File: config.mk
export PLATFORM = sky130hd
export DESIGN_NAME = lewuw_top
export DESIGN_NICKNAME = d
export VERILOG_FILES = /design/src/hdl/lewuw_decode.v /design/src/hdl/lewuw_top.v
export VERILOG_INCLUDE_DIRS = /design/src /design/src/shared
export SDC_FILE = /design/constraint.sdc
export NUM_CORES = 1
export LEC_CHECK = 0
export BUFFER_PORTS_ARGS = -buffer_cell sky130_fd_sc_hd__buf_2
export CAP_MARGIN = 20
export CORE_ASPECT_RATIO = 0.9
export CORE_MARGIN = 2
export CORE_UTILIZATION = 50
export CTS_CLUSTER_DIAMETER = 50
export DETAILED_ROUTE_END_ITERATION = 6
export MAX_ROUTING_LAYER = met4
export PLACE_DENSITY_LB_ADDON = 0.1
export SETUP_SLACK_MARGIN = 0.3
export SYNTH_ARGS = -nofsm -noshare
export SYNTH_HDL_FRONTEND = slang
export SYNTH_SLANG_ARGS = --single-unit
File: constraint.sdc
create_clock -name i_clock -period 2.4 [get_ports i_clock]
set_clock_uncertainty 0.2 [all_clocks]
set_input_delay 0.72 -clock i_clock [delete_from_list [all_inputs] [get_ports i_clock]]
set_output_delay 0.72 -clock i_clock [all_outputs]
set_load 0.01 [all_outputs]
File: src/shared/lewuw_defines.vh
// Register indices, field positions and reset values for the lookup entry staging words
`ifndef LEWUW_DEFINES_VH
`define LEWUW_DEFINES_VH

// ==========================================================
// Register indices (word address on the management port)
`define LEWUW_IDX_CMD          16'h1800
`define LEWUW_IDX_LOWER        16'h1801
`define LEWUW_IDX_UPPER        16'h1802
`define LEWUW_IDX_CMD_STS      16'h1807

// ==========================================================
// Command and status bits
`define LEWUW_CMD_MAKE_BIT     2
`define LEWUW_STS_PEND_BIT     0

// ==========================================================
// Upper staging word fields
`define LEWUW_F_VALID          26
`define LEWUW_F_AGE            25
`define LEWUW_F_STATIC         24
`define LEWUW_F_FILTER         23
`define LEWUW_F_PRIO_EN        22
`define LEWUW_F_PRIO_HI        21
`define LEWUW_F_PRIO_LO        19
`define LEWUW_F_PORT_HI        18
`define LEWUW_F_PORT_LO        16
`define LEWUW_F_MAC_HI         15
`define LEWUW_F_MAC_LO         0
`define LEWUW_UPPER_WR_MASK    32'h07FFFFFF

// ==========================================================
// Reset values
`define LEWUW_UPPER_RST        32'h00000000
`define LEWUW_LOWER_RST        32'h00000000

`endif

File: src/hdl/lewuw_decode.v
// Field decode of a staged lookup entry into forwarding controls
`timescale 1ns/1ps
`include "lewuw_defines.vh"

module lewuw_decode (
   input  wire [31:0] i_upper,
   input  wire        i_dest_prio_sel,
   output wire [2:0]  o_port_mask,
   output wire        o_port_reserved,
   output wire        o_prio_apply,
   output wire [2:0]  o_prio,
   output wire        o_drop,
   output wire        o_override,
   output wire        o_ageable,
   output wire        o_learn_lock,
   output wire        o_valid
);

   // ==========================================================
   // Port field decode
   function [3:0] lewuw_port_dec;
      input [2:0] code;
      begin
         case (code)
            3'h0:    lewuw_port_dec = 4'h1;
            3'h1:    lewuw_port_dec = 4'h2;
            3'h2:    lewuw_port_dec = 4'h4;
            3'h3:    lewuw_port_dec = 4'h8;
            3'h4:    lewuw_port_dec = 4'h3;
            3'h5:    lewuw_port_dec = 4'h5;
            3'h6:    lewuw_port_dec = 4'h6;
            default: lewuw_port_dec = 4'h7;
         endcase
      end
   endfunction

   wire [3:0] port_dec;
   wire       is_static;

   // top bit picks single or multi
   // port code table, 011 flagged reserved with no port
   assign port_dec        = lewuw_port_dec(i_upper[`LEWUW_F_PORT_HI:`LEWUW_F_PORT_LO]);
   assign o_port_mask     = port_dec[2:0];
   assign o_port_reserved = port_dec[3];

   assign o_prio_apply = i_upper[`LEWUW_F_PRIO_EN] & i_dest_prio_sel;
   assign o_prio       = o_prio_apply ? i_upper[`LEWUW_F_PRIO_HI:`LEWUW_F_PRIO_LO] : 3'h0;

   assign o_drop = i_upper[`LEWUW_F_FILTER];

   assign is_static = i_upper[`LEWUW_F_STATIC];
   assign o_override = is_static & i_upper[`LEWUW_F_AGE];
   // static locks out aging and learning
   assign o_learn_lock = is_static;
   assign o_ageable = ~is_static;

   assign o_valid = i_upper[`LEWUW_F_VALID];

endmodule

File: src/hdl/lewuw_top.v
// Lookup entry staging words, insert command and commit port toward the lookup table
`timescale 1ns/1ps
`include "lewuw_defines.vh"

// Notes on behaviour
// - Commit with valid flag set marks the written table entry valid.
// - Commit with valid clear invalidates any entry holding the same address.
// - Static entry with aging flag forwards regardless of port state, except disabled.
// - Static entries are never aged out nor changed by learning.
// - Non-static entries age out after five to ten idle minutes.
// - Filter flag drops packets whose destination matches the entry.
// - Priority enable decides whether the priority field is used.
// - Priority applies only with entry enable and global destination priority select.
// - Port field top bit zero selects one port, one selects several.
// - Port codes: 0,1,2 single; 011 reserved; 100..111 port pairs and all.
// - Low sixteen bits carry the last sixteen address bits.
// - Software loads staging words first; commit happens only on insert command.
// - Insert bit commits both words; software clears it after pending drops.
// - Lower word carries the first 32 address bits, bit 0 multicast.

module lewuw_top (
   input  wire        i_clock,
   input  wire        i_rst,
   input  wire [15:0] i_reg_addr,
   input  wire        i_reg_wr,
   input  wire [31:0] i_reg_wdata,
   input  wire        i_reg_rd,
   input  wire        i_dest_prio_sel,
   input  wire        i_table_done,
   output reg  [31:0] o_reg_rdata,
   output reg         o_reg_rvalid,
   output reg         o_commit,
   output reg  [47:0] o_commit_mac,
   output reg         o_commit_valid,
   output reg  [2:0]  o_commit_port_mask,
   output reg         o_commit_port_reserved,
   output reg         o_commit_prio_apply,
   output reg  [2:0]  o_commit_prio,
   output reg         o_commit_drop,
   output reg         o_commit_override,
   output reg         o_commit_ageable,
   output reg         o_commit_learn_lock,
   output reg         o_pending
);

   // ==========================================================
   // Staging and command state
   reg  [31:0] upper_q;
   reg  [31:0] lower_q;
   reg         make_q;
   reg         pending_q;

   wire        wr_cmd;
   wire        wr_lower;
   wire        wr_upper;
   wire        start;
   reg  [31:0] rdata_d;

   wire [2:0]  dec_port_mask;
   wire        dec_port_reserved;
   wire        dec_prio_apply;
   wire [2:0]  dec_prio;
   wire        dec_drop;
   wire        dec_override;
   wire        dec_ageable;
   wire        dec_learn_lock;
   wire        dec_valid;

   assign wr_cmd   = i_reg_wr & (i_reg_addr == `LEWUW_IDX_CMD);
   assign wr_lower = i_reg_wr & (i_reg_addr == `LEWUW_IDX_LOWER);
   assign wr_upper = i_reg_wr & (i_reg_addr == `LEWUW_IDX_UPPER);

   // commit only on insert command
   // Rising edge only, so a held bit does not re-commit
   assign start = wr_cmd & i_reg_wdata[`LEWUW_CMD_MAKE_BIT] & ~make_q & ~pending_q;

   // ==========================================================
   // Register writes
   always @(posedge i_clock) begin
      if (i_rst) begin
         upper_q <= `LEWUW_UPPER_RST;
         lower_q <= `LEWUW_LOWER_RST;
         make_q  <= 1'b0;
      end else begin
         if (wr_upper) begin
            upper_q <= i_reg_wdata & `LEWUW_UPPER_WR_MASK;
         end
         if (wr_lower) begin
            lower_q <= i_reg_wdata;
         end
         if (wr_cmd) begin
            make_q <= i_reg_wdata[`LEWUW_CMD_MAKE_BIT];
         end
      end
   end

   // ==========================================================
   // Pending indication
   always @(posedge i_clock) begin
      if (i_rst) begin
         pending_q <= 1'b0;
         o_pending <= 1'b0;
      end else begin
         // pending until table reports done; set wins
         if (start) begin
            pending_q <= 1'b1;
            o_pending <= 1'b1;
         end else if (i_table_done) begin
            pending_q <= 1'b0;
            o_pending <= 1'b0;
         end
      end
   end

   // ==========================================================
   // Field decode
   lewuw_decode u_decode (
      .i_upper         (upper_q),
      .i_dest_prio_sel (i_dest_prio_sel),
      .o_port_mask     (dec_port_mask),
      .o_port_reserved (dec_port_reserved),
      .o_prio_apply    (dec_prio_apply),
      .o_prio          (dec_prio),
      .o_drop          (dec_drop),
      .o_override      (dec_override),
      .o_ageable       (dec_ageable),
      .o_learn_lock    (dec_learn_lock),
      .o_valid         (dec_valid)
   );

   // ==========================================================
   // Commit toward the table
   always @(posedge i_clock) begin
      if (i_rst) begin
         o_commit               <= 1'b0;
         o_commit_mac           <= 48'h000000000000;
         o_commit_valid         <= 1'b0;
         o_commit_port_mask     <= 3'h0;
         o_commit_port_reserved <= 1'b0;
         o_commit_prio_apply    <= 1'b0;
         o_commit_prio          <= 3'h0;
         o_commit_drop          <= 1'b0;
         o_commit_override      <= 1'b0;
         o_commit_ageable       <= 1'b0;
         o_commit_learn_lock    <= 1'b0;
      end else begin
         o_commit <= start;
         // Fields held stable after commit for the table engine
         if (start) begin
            o_commit_mac           <= {upper_q[`LEWUW_F_MAC_HI:`LEWUW_F_MAC_LO], lower_q};
            o_commit_valid         <= dec_valid;
            o_commit_port_mask     <= dec_port_mask;
            o_commit_port_reserved <= dec_port_reserved;
            o_commit_prio_apply    <= dec_prio_apply;
            o_commit_prio          <= dec_prio;
            o_commit_drop          <= dec_drop;
            o_commit_override      <= dec_override;
            o_commit_ageable       <= dec_ageable;
            o_commit_learn_lock    <= dec_learn_lock;
         end
      end
   end

   // ==========================================================
   // Register reads, unmapped index reads zero
   always @* begin
      rdata_d = 32'h00000000;
      case (i_reg_addr)
         `LEWUW_IDX_CMD:     rdata_d[`LEWUW_CMD_MAKE_BIT] = make_q;
         `LEWUW_IDX_LOWER:   rdata_d = lower_q;
         `LEWUW_IDX_UPPER:   rdata_d = upper_q & `LEWUW_UPPER_WR_MASK;
         `LEWUW_IDX_CMD_STS: rdata_d[`LEWUW_STS_PEND_BIT] = pending_q;
         default:            rdata_d = 32'h00000000;
      endcase
   end

   always @(posedge i_clock) begin
      if (i_rst) begin
         o_reg_rdata  <= 32'h00000000;
         o_reg_rvalid <= 1'b0;
      end else begin
         o_reg_rvalid <= i_reg_rd;
         if (i_reg_rd) begin
            o_reg_rdata <= rdata_d;
         end
      end
   end

endmodule

==> results of run 1 <==
metal layers:
metal	vias up	global-route usage, %
met5	-	-
met4	0	9.442
met3	21	5.602
met2	166	40.69
met1	2616	32.62
li1	2638	-
cells by family (layout without fill, tap and decap cells):
family	after synthesis	count (layout)	share of synthesized area (%)
AND/OR/NAND/NOR	270	270	20.85
flip-flops	156	156	50.28
AO/OA/AOI/OAI	103	103	13.34
buffers and inverters	68	211	5.560
multiplexers	61	61	9.831
XOR/XNOR	1	1	0.1410
layout make-up:
cell class	instances	area share (%)
flip-flops and latches	156	40.16
repair buffers	179	14.51
clock buffers	31	6.919
well taps	160	2.574
multi-input cells	435	35.75
inverters	1	0.08045
cells in the final DEF, fill, tap and decap left out, drive strengths merged, types with 2 or more instances in the layout:
cell    netlist  routed
buf          21     179
dfxtp       156     156
nand2        98      98
mux2i        61      61
a31o         55      55
nor3         53      53
nand3        52      52
clkbuf       46      31
nor2         29      29
a311oi       26      26
a21oi        14      14
nand4         9       9
nand2b        9       9
nor4          5       5
o21ai         4       4
nor2b         3       3
and3          3       3
nor3b         3       3
nor4b         2       2
registers in the layout (all words and copies together), names as in the netlist, 3 cells and up:
| signal | count |
|---|---|
| lower_q | 32 |
| o_commit_mac | 48 |
| o_commit_port_mask | 3 |
| o_commit_prio | 3 |
| o_reg_rdata | 32 |
| upper_q | 27 |
power groups by stage:
| stage | Sequential, mW | Combinational (mW) | Clock, mW |
|---|---|---|---|
| 2_1_floorplan | 2.69 | 0.126 | 0 |
| 3_3_place_gp | 2.68 | 0.255 | 0 |
| 3_5_place_dp | 2.68 | 0.260 | 0 |
| 4_1_cts | 2.63 | 0.261 | 2.49 |
| 5_1_grt | 2.63 | 0.286 | 2.60 |
| 6_report | 2.63 | 0.260 | 2.45 |
worst min-delay path: cells and delay by family, from the launching register on:
kind / cells / cell delay, ns
AND/OR/NAND/NOR: 1 / 0.06
AO/OA/AOI/OAI: 1 / 0.05
flip-flops: 1 / 0.31
worst max path at each step:
| stage | slack (ns) | cells past startpoint | to | from |
|---|---|---|---|---|
| after floorplan | 0.20 | 8 | o_commit_mac[19]$_SDFFE_PP0P_ | i_reg_addr[0] |
| after global placement | 0.005 | 6 | o_reg_rdata[15]$_SDFFE_PP0P_ | i_reg_addr[8] |
| after detailed placement | -0.08 | 6 | o_reg_rdata[15]$_SDFFE_PP0P_ | i_reg_addr[8] |
| after CTS | 0.37 | 6 | o_reg_rdata[15]$_SDFFE_PP0P_ | i_reg_addr[8] |
| after global routing | 0.29 | 6 | lower_q[24]$_SDFFE_PP0P_ | i_reg_addr[13] |
| final | 0.38 | 6 | lower_q[21]$_SDFFE_PP0P_ | i_reg_addr[8] |
==> summary.txt, run 1 <==
Route
  – Sum of routed wire segments on met1: 7.358 mm
  – Highest metal layer with signal wires: met4
  – Total routed wirelength: 16.08 mm
  – Detail Route met2 WL: 7.586 mm
  – Count of routing violations after the opening detailed-route iteration: 390
  – Total met3 wirelength after detailed routing: 882 um
  – Wirelength per Cell: 16.72 um
  – Antenna-violating nets left: 0
  – Drt pass-1 iters: 5
  – Detail-routed via count per cell: 5.656
  – DRC Markers: 0
  – Vias: 5441

Critical path
  – Endpoint of the most critical register-to-register path: o_commit_mac[15]$_SDFFE_PP0P_
  – Cell type group with the largest total delay on the critical path: simple AND/OR/NAND/NOR gates
  – Arrival time at the worst endpoint: 2.16 ns
  – Depth of the most critical reg-to-reg path: 5
  – Series of cell instances along the critical path: buf_2 > nor4b_4 > and4_4 > and3_2 > buf_12 > mux2i_1
  – Setup crit end kind: flip-flop
  – Type of the worst setup path: in -> reg
  – Worst-case register-to-register setup slack: 0.77 ns
  – Required time of the critical path: 2.54 ns
  – Startpoint Class: primary input
  – Launch point of the worst reg-to-reg path: pending_q$_SDFFE_PP0P_
  – Largest incremental delay on the critical path: 0.34 ns
  – Worst-path fanout max: 17
  – CP max-delay cell: sky130_fd_sc_hd__and4_4
  – CP Buf/Inv Count: 2

Clock network
  – CTS Root Buffer Type: sky130_fd_sc_hd__clkbuf_16
  – Clock net sink count: 156
  – CTS H-tree depth: 4
  – Clock buffer count from CTS: 17
  – Post-CTS Resized: 0
  – Clk pin slew, worst setup/hold paths: 0.06 ns
  – Number of post-CTS setup repair buffers: 0
  – Latest clock arrival within the worst-skew pair: 0.42 ns
  – TritonCTS clock tree: yes
  – Number of buffers inserted for hold repair after clock tree synthesis: 0
  – Max Buffers Root-to-Sink: 2

Placement
  – Pre-CTS WS: -0.07645 ns
  – Placed Instances: 931
  – Area after detailed placement: 0.007231 mm^2
  – Routability-driven placement congestion ratio: 0.7974
  – Count of input and output buffers: 149
  – Sum of net half-perimeters after detailed placement: 10.94 mm

STA
  – Fmax: 495.3 MHz
  – Period utilization: 84.12%
  – Number of hold violations in the final report: 0
  – Transition time at the pin with the least slew margin: 0.4871 ns
  – Fin. max-slew vios: 0
  – Final setup margin: 0.3811 ns
  – Sum Neg Setup Slack: 0 ns
  – Worst slew margin: 67.53%
  – Time the worst path needs with I/O delays and setup: 2.019 ns
  – Post-Route Hold Slack: 0.2657 ns
  – # setup viols final: 0
  – RSZ-0062 raised after global routing: yes

Min path
  – Worst hold path stage count: 2
  – Hold path start: o_reg_rdata[30]$_SDFFE_PP0P_
  – Classification of the worst-slack hold path: reg -> reg
  – Sink of the worst hold path: o_reg_rdata[30]$_SDFFE_PP0P_

Yosys
  – Dominant cells by area after synthesis: sky130_fd_sc_hd__dfxtp_1 (50%), sky130_fd_sc_hd__mux2i_1 (9.8%), sky130_fd_sc_hd__nand2_1 (5.9%)
  – Library cell with the largest summed area after synthesis: sky130_fd_sc_hd__dfxtp_1
  – Cell variety after synth: 36
  – Leading register cell type out of synthesis: sky130_fd_sc_hd__dfxtp_1
  – Sequential fraction of the synthesis area: 50.28%
  – Share of async-settable or async-resettable flops after synthesis: 0%
  – Syn Area/Cell: 9.425 um^2
  – Post-Syn Nets: 713
  – Leading cell type by number of instances after synthesis: sky130_fd_sc_hd__dfxtp_1
  – Fraction of synthesized cell area taken by the top area cell type: 50.28%
  – Yosys warning count: 0
  – Count of mapped cells out of synthesis: 659
  – #FFs+latches synth: 156
  – Post-synthesis cell area: 0.006211 mm^2
  – Number of enable flip-flop cells after synthesis: 0
  – Most common library cells after synthesis: sky130_fd_sc_hd__dfxtp_1 (156), sky130_fd_sc_hd__nand2_1 (97), sky130_fd_sc_hd__mux2i_1 (61)

Job
  – Number of max-cap violations: 0

Pwr
  – Switch Pwr: 1.136 mW
  – Relative contribution of the clock network to total power: 45.9%
  – Sequential fraction of design power: 49.2%
  – Worst vdd ir: 446.2 uV
  – Leakage: 3.105 nW
  – Power density over cell area: 685.8 mW/mm^2
  – Switching share of power: 21.30%
  – Internal power summed over all cells: 4.197 mW
  – Pwr Total: 5.333 mW
  – Part of the total power dissipated in combinational logic: 4.9%

Final layout
  – Final net count: 844
  – Sequential cell area: 0.003123 mm^2
  – Total inserted antenna cells: 0
  – Layout overhead on the synthesized area: 25.20%
  – Multi-input combinational cell area: 0.002780 mm^2
  – Final core area utilization: 64.39%
  – Fillers: 1019
  – Final std cell area, no fill: 0.007776 mm^2
  – Ratio of cells with drive above 1 in the final layout: 29.93%
  – Post-route insts no fill: 962

Die
  – Ports placed on the boundary: 150
  – Area of the die: 0.01333 mm^2
  – Effective utilization at floorplan: 51.43%
  – Standard-cell rows: 38
  – Chip Height: 109.7 um
  – Area of the core: 0.01208 mm^2
  – Chip width: 121.5 um

GRT
  – Via count of the first global-routing pass: 5245
  – Antenna violations before repair: 0
  – GR Util All Layers: 25.72%
  – Wire length of the first global-routing pass: 25.83 mm
  – Sum of overflow across all layers after global routing: 0
  – Maximum number of pins on one net before global-route repair: 66

Status
  – Result of the run: complete, no violations
Power figures use the tool's default switching activity.
==> run 2, diff against run 1 <==
==> constraint.sdc (replaced) <==
create_clock -name i_clock -period 2.1 [get_ports i_clock]
set_clock_uncertainty 0.2 [all_clocks]
set_input_delay 0.63 -clock i_clock [delete_from_list [all_inputs] [get_ports i_clock]]
set_output_delay 0.63 -clock i_clock [all_outputs]
set_load 0.01 [all_outputs]
==> run 2 against run 1 <==
- power grew 23%
- non-clock buffer count grew 25
- first-iteration DRC count grew 3.3%
- register-to-register slack lost 0.41 ns
- via count grew 5.1%
- sequential power grew 14%
- sequential share of layout area shrank 3.7 points
- combinational power grew 32%
- critical path depth grew 1
- critical endpoint is now o_commit_prio[0]$_SDFFE_PP0P_
==> summary.txt, run 2 (same netlist as run 1, synthesis figures left out) <==
STA
  – Post-Route Hold Slack: 0.2498 ns
  – Sum Neg Setup Slack: 0 ns
  – Fin. max-slew vios: 0
  – # setup viols final: 0
  – Period utilization: 91.16%
  – Number of hold violations in the final report: 0
  – Fmax: 522.4 MHz
  – Worst slew margin: 78.23%
  – RSZ-0062 raised after global routing: yes
  – Time the worst path needs with I/O delays and setup: 1.914 ns
  – Final setup margin: 0.1856 ns
  – Transition time at the pin with the least slew margin: 0.3265 ns

Final layout
  – Final core area utilization: 71.21%
  – Ratio of cells with drive above 1 in the final layout: 37.68%
  – Fillers: 952
  – Final std cell area, no fill: 0.008600 mm^2
  – Post-route insts no fill: 988
  – Top register by number of flip-flops: o_commit_mac
  – Layout overhead on the synthesized area: 38.46%
  – Registers with the most flip-flops: o_commit_mac: 48 flops, lower_q: 32 flops, o_reg_rdata: 32 flops
  – Most common cell after layout, fill and taps aside: sky130_fd_sc_hd__dfxtp_1
  – Total inserted antenna cells: 0
  – Max reg flops: 48
  – Final net count: 869
  – Most frequent cells in the layout: sky130_fd_sc_hd__dfxtp_1 (150), sky130_fd_sc_hd__buf_2 (144), sky130_fd_sc_hd__nand2_1 (97)

Status
  – Result of the run: complete, no violations

Pwr
  – Pwr Total: 6.552 mW
  – Leakage: 3.587 nW
  – Worst vdd ir: 583.7 uV
  – Power density over cell area: 761.9 mW/mm^2

Clock network
  – Clock buffer count from CTS: 17
  – Clk pin slew, worst setup/hold paths: 0.06 ns
  – CTS Root Buffer Type: sky130_fd_sc_hd__clkbuf_16
  – Latest clock arrival within the worst-skew pair: 0.43 ns
  – Number of buffers inserted for hold repair after clock tree synthesis: 0
  – Max Buffers Root-to-Sink: 2
  – Clock net sink count: 156
  – CTS H-tree depth: 4
  – TritonCTS clock tree: yes

Critical path
  – Startpoint Class: primary input
  – Type of the worst setup path: in -> reg
  – Setup crit end kind: flip-flop
  – Worst-path fanout max: 8
  – Library cell appearing most often on the critical path: sky130_fd_sc_hd__buf_6
  – Arrival time at the worst endpoint: 2.09 ns
  – Largest incremental delay on the critical path: 0.32 ns
  – CP max-delay cell: sky130_fd_sc_hd__nor4_2
  – Series of cell instances along the critical path: buf_6 > nor4_4 > nand4_1 > buf_6 > bufbuf_16 > nor4_2 > a31o_2
  – Required time of the critical path: 2.27 ns

Die
  – Area of the die: 0.01333 mm^2
  – Chip width: 121.5 um
  – Effective utilization at floorplan: 51.43%
  – Area of the core: 0.01208 mm^2
  – Ports placed on the boundary: 150
  – Chip Height: 109.7 um
  – Standard-cell rows: 38

Route
  – Wirelength per Cell: 18.42 um
  – Vias: 5716
  – Total routed wirelength: 18.20 mm
  – Drt pass-1 iters: 7
  – Count of routing violations after the opening detailed-route iteration: 403
  – Detail-routed via count per cell: 5.785
  – Antenna-violating nets left: 0
  – DRC Markers: 0

Placement
  – Sum of net half-perimeters after detailed placement: 11.19 mm
  – Count of input and output buffers: 149
  – Routability-driven placement congestion ratio: 0.8420
  – Area after detailed placement: 0.007391 mm^2
  – Placed Instances: 945
  – Pre-CTS WS: -0.2339 ns

GRT
  – Via count of the first global-routing pass: 5486
  – GR Util All Layers: 27.78%
  – Antenna violations before repair: 0
  – Wire length of the first global-routing pass: 27.64 mm
  – Sum of overflow across all layers after global routing: 0
  – Maximum number of pins on one net before global-route repair: 66

Min path
  – Classification of the worst-slack hold path: in -> reg

Job
  – Number of max-cap violations: 0
==> run 2: layer usage <==
| layer | track usage (%) | share of wire [%] | vias up |
|---|---|---|---|
| li1 | - | - | 2703 |
| met4 | 9.524 | 1.9 | 0 |
| met1 | 34.23 | 44 | 2759 |
| met3 | 6.328 | 6.1 | 30 |
| met2 | 45.30 | 48 | 224 |
| met5 | - | 0 | - |
==> run 2: report_power, final <==
part | total, mW | leakage, nW | switching, mW | internal [mW]
combinational | 0.344 | 2.01 | 0.202 | 0.143
clock | 3.21 | 0.310 | 1.16 | 2.05
sequential | 3.00 | 1.26 | 0.0144 | 2.98
total | 6.55 | 3.59 | 1.37 | 5.18
==> run 2: path summary, 6_finish.rpt <==
path	slack [ns]	cells past startpoint	startpoint	endpoint
min reg2reg	0.27	2	o_reg_rdata[28]$_SDFFE_PP0P_	o_reg_rdata[28]$_SDFFE_PP0P_
max	0.19	7	i_reg_addr[3]	o_commit_prio[0]$_SDFFE_PP0P_
max reg2reg	0.36	5	pending_q$_SDFFE_PP0P_	o_commit_mac[13]$_SDFFE_PP0P_
min	0.25	3	i_reg_wdata[31]	lower_q[31]$_SDFFE_PP0P_
==> run 2: critical path: cells and delay by family <==
kind / cells / cell delay [ns]
simple gates: 3 / 0.76
compound gates: 1 / 0.14
buf+inv: 3 / 0.55
==> run 2: final cells by class <==
| type | instances | area (um^2) | share of cell area (%) |
|---|---|---|---|
| clock inverters | 6 | 105.1 | 1.222 |
| clock buffers | 26 | 519.2 | 6.038 |
| multi-input cells | 435 | 3049 | 35.46 |
| inverters | 1 | 6.256 | 0.07275 |
| flip-flops and latches | 156 | 3133 | 36.43 |
| well taps | 160 | 200.2 | 2.328 |
| repair buffers | 204 | 1587 | 18.45 |
==> run 2: what timing repair did <==
| item | 4_1_cts | 5_1_grt |
|---|---|---|
| buffers inserted | 3 | 1 |
| resized for setup | 19 | 57 |
| cloned | 6 | 1 |
| endpoints found under the hold margin | 0 | 0 |
| pin swaps | 4 | 10 |
| setup endpoints to repair | 111 | 150 |
==> run 3, diff against run 2 <==
--- a/config.mk
+++ b/config.mk
@@ -8,13 +8,13 @@
 export LEC_CHECK = 0
 export BUFFER_PORTS_ARGS = -buffer_cell sky130_fd_sc_hd__buf_2
 export CAP_MARGIN = 20
-export CORE_ASPECT_RATIO = 0.9
+export CORE_ASPECT_RATIO = 0.7
 export CORE_MARGIN = 2
 export CORE_UTILIZATION = 50
 export CTS_CLUSTER_DIAMETER = 50
 export DETAILED_ROUTE_END_ITERATION = 6
 export MAX_ROUTING_LAYER = met4
-export PLACE_DENSITY_LB_ADDON = 0.1
+export PLACE_DENSITY = 0.75
 export SETUP_SLACK_MARGIN = 0.3
 export SYNTH_ARGS = -nofsm -noshare
 export SYNTH_HDL_FRONTEND = slang
==> constraint.sdc (replaced) <==
create_clock -name i_clock -period 1.9 [get_ports i_clock]
set_clock_uncertainty 0.2 [all_clocks]
set_input_delay 0.57 -clock i_clock [delete_from_list [all_inputs] [get_ports i_clock]]
set_output_delay 0.57 -clock i_clock [all_outputs]
set_load 0.01 [all_outputs]
==> run 3 against run 2 <==
- the flow now finishes with violations (setup timing)
- flip-flop and latch count unchanged
- global-route usage up 3.6 points
- register-to-register slack worse by 0.20 ns
- core utilization grew 8.8 points
- first-iteration DRC count up 25%
- largest cell class unchanged
- count of clock-buffer cells in the layout shrank 6
- power rose by 9.1%
==> summary.txt, run 3 (same netlist as run 1, synthesis figures left out) <==
Clock network
  – Clock net sink count: 156
  – Clk pin slew, worst setup/hold paths: 0.06 ns
  – TritonCTS clock tree: yes
  – Number of buffers inserted for hold repair after clock tree synthesis: 0
  – Latest clock arrival within the worst-skew pair: 0.43 ns
  – CTS Root Buffer Type: sky130_fd_sc_hd__clkbuf_16
  – CTS H-tree depth: 4
  – Max Buffers Root-to-Sink: 2
  – Clock buffer count from CTS: 17

Critical path
  – Setup crit end kind: flip-flop
  – Arrival time at the worst endpoint: 2.11 ns
  – Worst-path fanout max: 6
  – Launch point of the worst reg-to-reg path: pending_q$_SDFFE_PP0P_
  – Required time of the critical path: 2.05 ns
  – Startpoint of the most critical setup path: i_reg_addr[5]
  – CP Buf/Inv Count: 4
  – Library cell appearing most often on the critical path: sky130_fd_sc_hd__buf_12
  – Largest incremental delay on the critical path: 0.32 ns
  – Cell type group with the largest total delay on the critical path: simple AND/OR/NAND/NOR gates
  – Startpoint Class: primary input
  – CP max-delay cell: sky130_fd_sc_hd__and4_4
  – Series of cell instances along the critical path: buf_6 > nor4_4 > and4_4 > and3_4 > buf_12 > buf_12 > buf_16 > mux2i_2
  – Type of the worst setup path: in -> reg

Die
  – Effective utilization at floorplan: 50.69%
  – Area of the core: 0.01225 mm^2
  – Standard-cell rows: 34
  – Chip width: 137.2 um
  – Area of the die: 0.01334 mm^2
  – Chip Height: 97.25 um
  – Ports placed on the boundary: 150

Route
  – Detail-routed via count per cell: 6.064
  – Drt pass-1 iters: 5
  – Antenna-violating nets left: 0
  – Total routed wirelength: 22.14 mm
  – Wirelength per Cell: 21.56 um
  – Vias: 6228
  – Count of routing violations after the opening detailed-route iteration: 502
  – DRC Markers: 0

Min path
  – Hold path start: i_reg_wdata[31]
  – Classification of the worst-slack hold path: in -> reg

STA
  – Number of hold violations in the final report: 0
  – # setup viols final: 46
  – Final setup margin: -0.06027 ns
  – Sum Neg Setup Slack: -1.031 ns
  – Fmax: 510.1 MHz
  – Fin. max-slew vios: 0
  – Worst slew margin: 76.66%
  – Time the worst path needs with I/O delays and setup: 1.960 ns
  – Period utilization: 103.2%
  – Post-Route Hold Slack: 0.2118 ns
  – RSZ-0062 raised after global routing: yes
  – Transition time at the pin with the least slew margin: 0.3486 ns

Final layout
  – Final net count: 907
  – Layout overhead on the synthesized area: 57.92%
  – Ratio of cells with drive above 1 in the final layout: 52.02%
  – Registers with the most flip-flops: o_commit_mac: 48 flops, lower_q: 32 flops, o_reg_rdata: 32 flops
  – Most common cell after layout, fill and taps aside: sky130_fd_sc_hd__buf_6
  – Total inserted antenna cells: 0
  – Max reg flops: 48
  – Top register by number of flip-flops: o_commit_mac
  – Most frequent cells in the layout: sky130_fd_sc_hd__buf_6 (105), sky130_fd_sc_hd__nand2_1 (96), sky130_fd_sc_hd__dfxtp_2 (92)
  – Final core area utilization: 80.06%

Placement
  – Count of input and output buffers: 149
  – Sum of net half-perimeters after detailed placement: 11.37 mm
  – Routability-driven placement congestion ratio: 0.8680
  – Pre-CTS WS: -0.4358 ns

GRT
  – Wire length of the first global-routing pass: 31.26 mm
  – Maximum number of pins on one net before global-route repair: 66
  – GR Util All Layers: 31.38%
  – Via count of the first global-routing pass: 6039
  – Antenna violations before repair: 0
  – Sum of overflow across all layers after global routing: 0

Pwr
  – Worst vdd ir: 669.9 uV
  – Power density over cell area: 728.6 mW/mm^2
  – Leakage: 3.834 nW

Status
  – Result of the run: finished with violations
  – Violated checks: setup timing

Job
  – Number of max-cap violations: 0
## run 3: changes by cell type in the layout (fill, tap and decap cells not counted), sizes merged
cell and change:
bufbuf -3, buf +41, bufinv -1, clkbuf -6
clkinv +2, clkinvlp +4
## run 3: worst reg2reg max path: stages (launching register included)
cell and delay (ns):
sky130_fd_sc_hd__dfxtp_4 0.36, sky130_fd_sc_hd__nor2_1 0.18, sky130_fd_sc_hd__nand3_2 0.16, sky130_fd_sc_hd__buf_12 0.18, sky130_fd_sc_hd__buf_4 0.16, sky130_fd_sc_hd__buf_4 0.15
sky130_fd_sc_hd__nor3_2 0.16, sky130_fd_sc_hd__a31o_2 0.12
## run 3: through the flow
| stage | power (mW) | cells | instance area, um^2 |
|---|---|---|---|
| after floorplan | 3.555 | 659 | 6310 |
| after global placement | 3.724 | 944 | 7383 |
| after detailed placement | 3.733 | 944 | 7383 |
| after CTS | 7.081 | 1010 | 9056 |
| after global routing | 7.352 | 1027 | 9808 |
| final | 7.146 | 1027 | 9808 |
## run 3: path summary, 6_finish.rpt
path / endpoint / slack [ns] / cells after the start
worst min-delay path: lower_q[31]$_SDFFE_PP0P_ / 0.21 / 3
worst min register to register: o_reg_rdata[13]$_SDFFE_PP0P_ / 0.27 / 2
worst max-delay path: lower_q[29]$_SDFFE_PP0P_ / -0.06 / 8
worst max register to register: o_commit_mac[2]$_SDFFE_PP0P_ / 0.16 / 7
## run 3: layout make-up
type                            count  area (um^2)
Clock buffer                       20        466.7
Multi-Input combinational cell    435         3073
Tap cell                          162        202.7
Sequential cell                   156         3249
Timing Repair Buffer              242         2691
Clock inverter                     11        118.9
Inverter                            1        6.256
Fill cell                         678         2444
## run 3: power by group
part | total [mW] | switching (mW) | internal, mW | leakage, nW
clock | 3.38 | 1.36 | 2.02 | 0.280
combinational | 0.444 | 0.244 | 0.200 | 2.25
sequential | 3.32 | 0.0244 | 3.30 | 1.31
## run 3: routing by layer
metal / vias to the layer above / track usage [%] / wire length (um)
met2: 379 / 47.19 / 10500
met4: 0 / 11.74 / 623
li1: 2768 / - / -
met3: 72 / 8.086 / 2036
met1: 3009 / 40.70 / 8982
met5: - / - / 0
## run 3: what timing repair did
item,4_1_cts,5_1_grt
setup endpoints to repair,250,251
gates cloned,12,1
gates resized for setup,124,157
pin swaps,29,17
buffers inserted,23,16
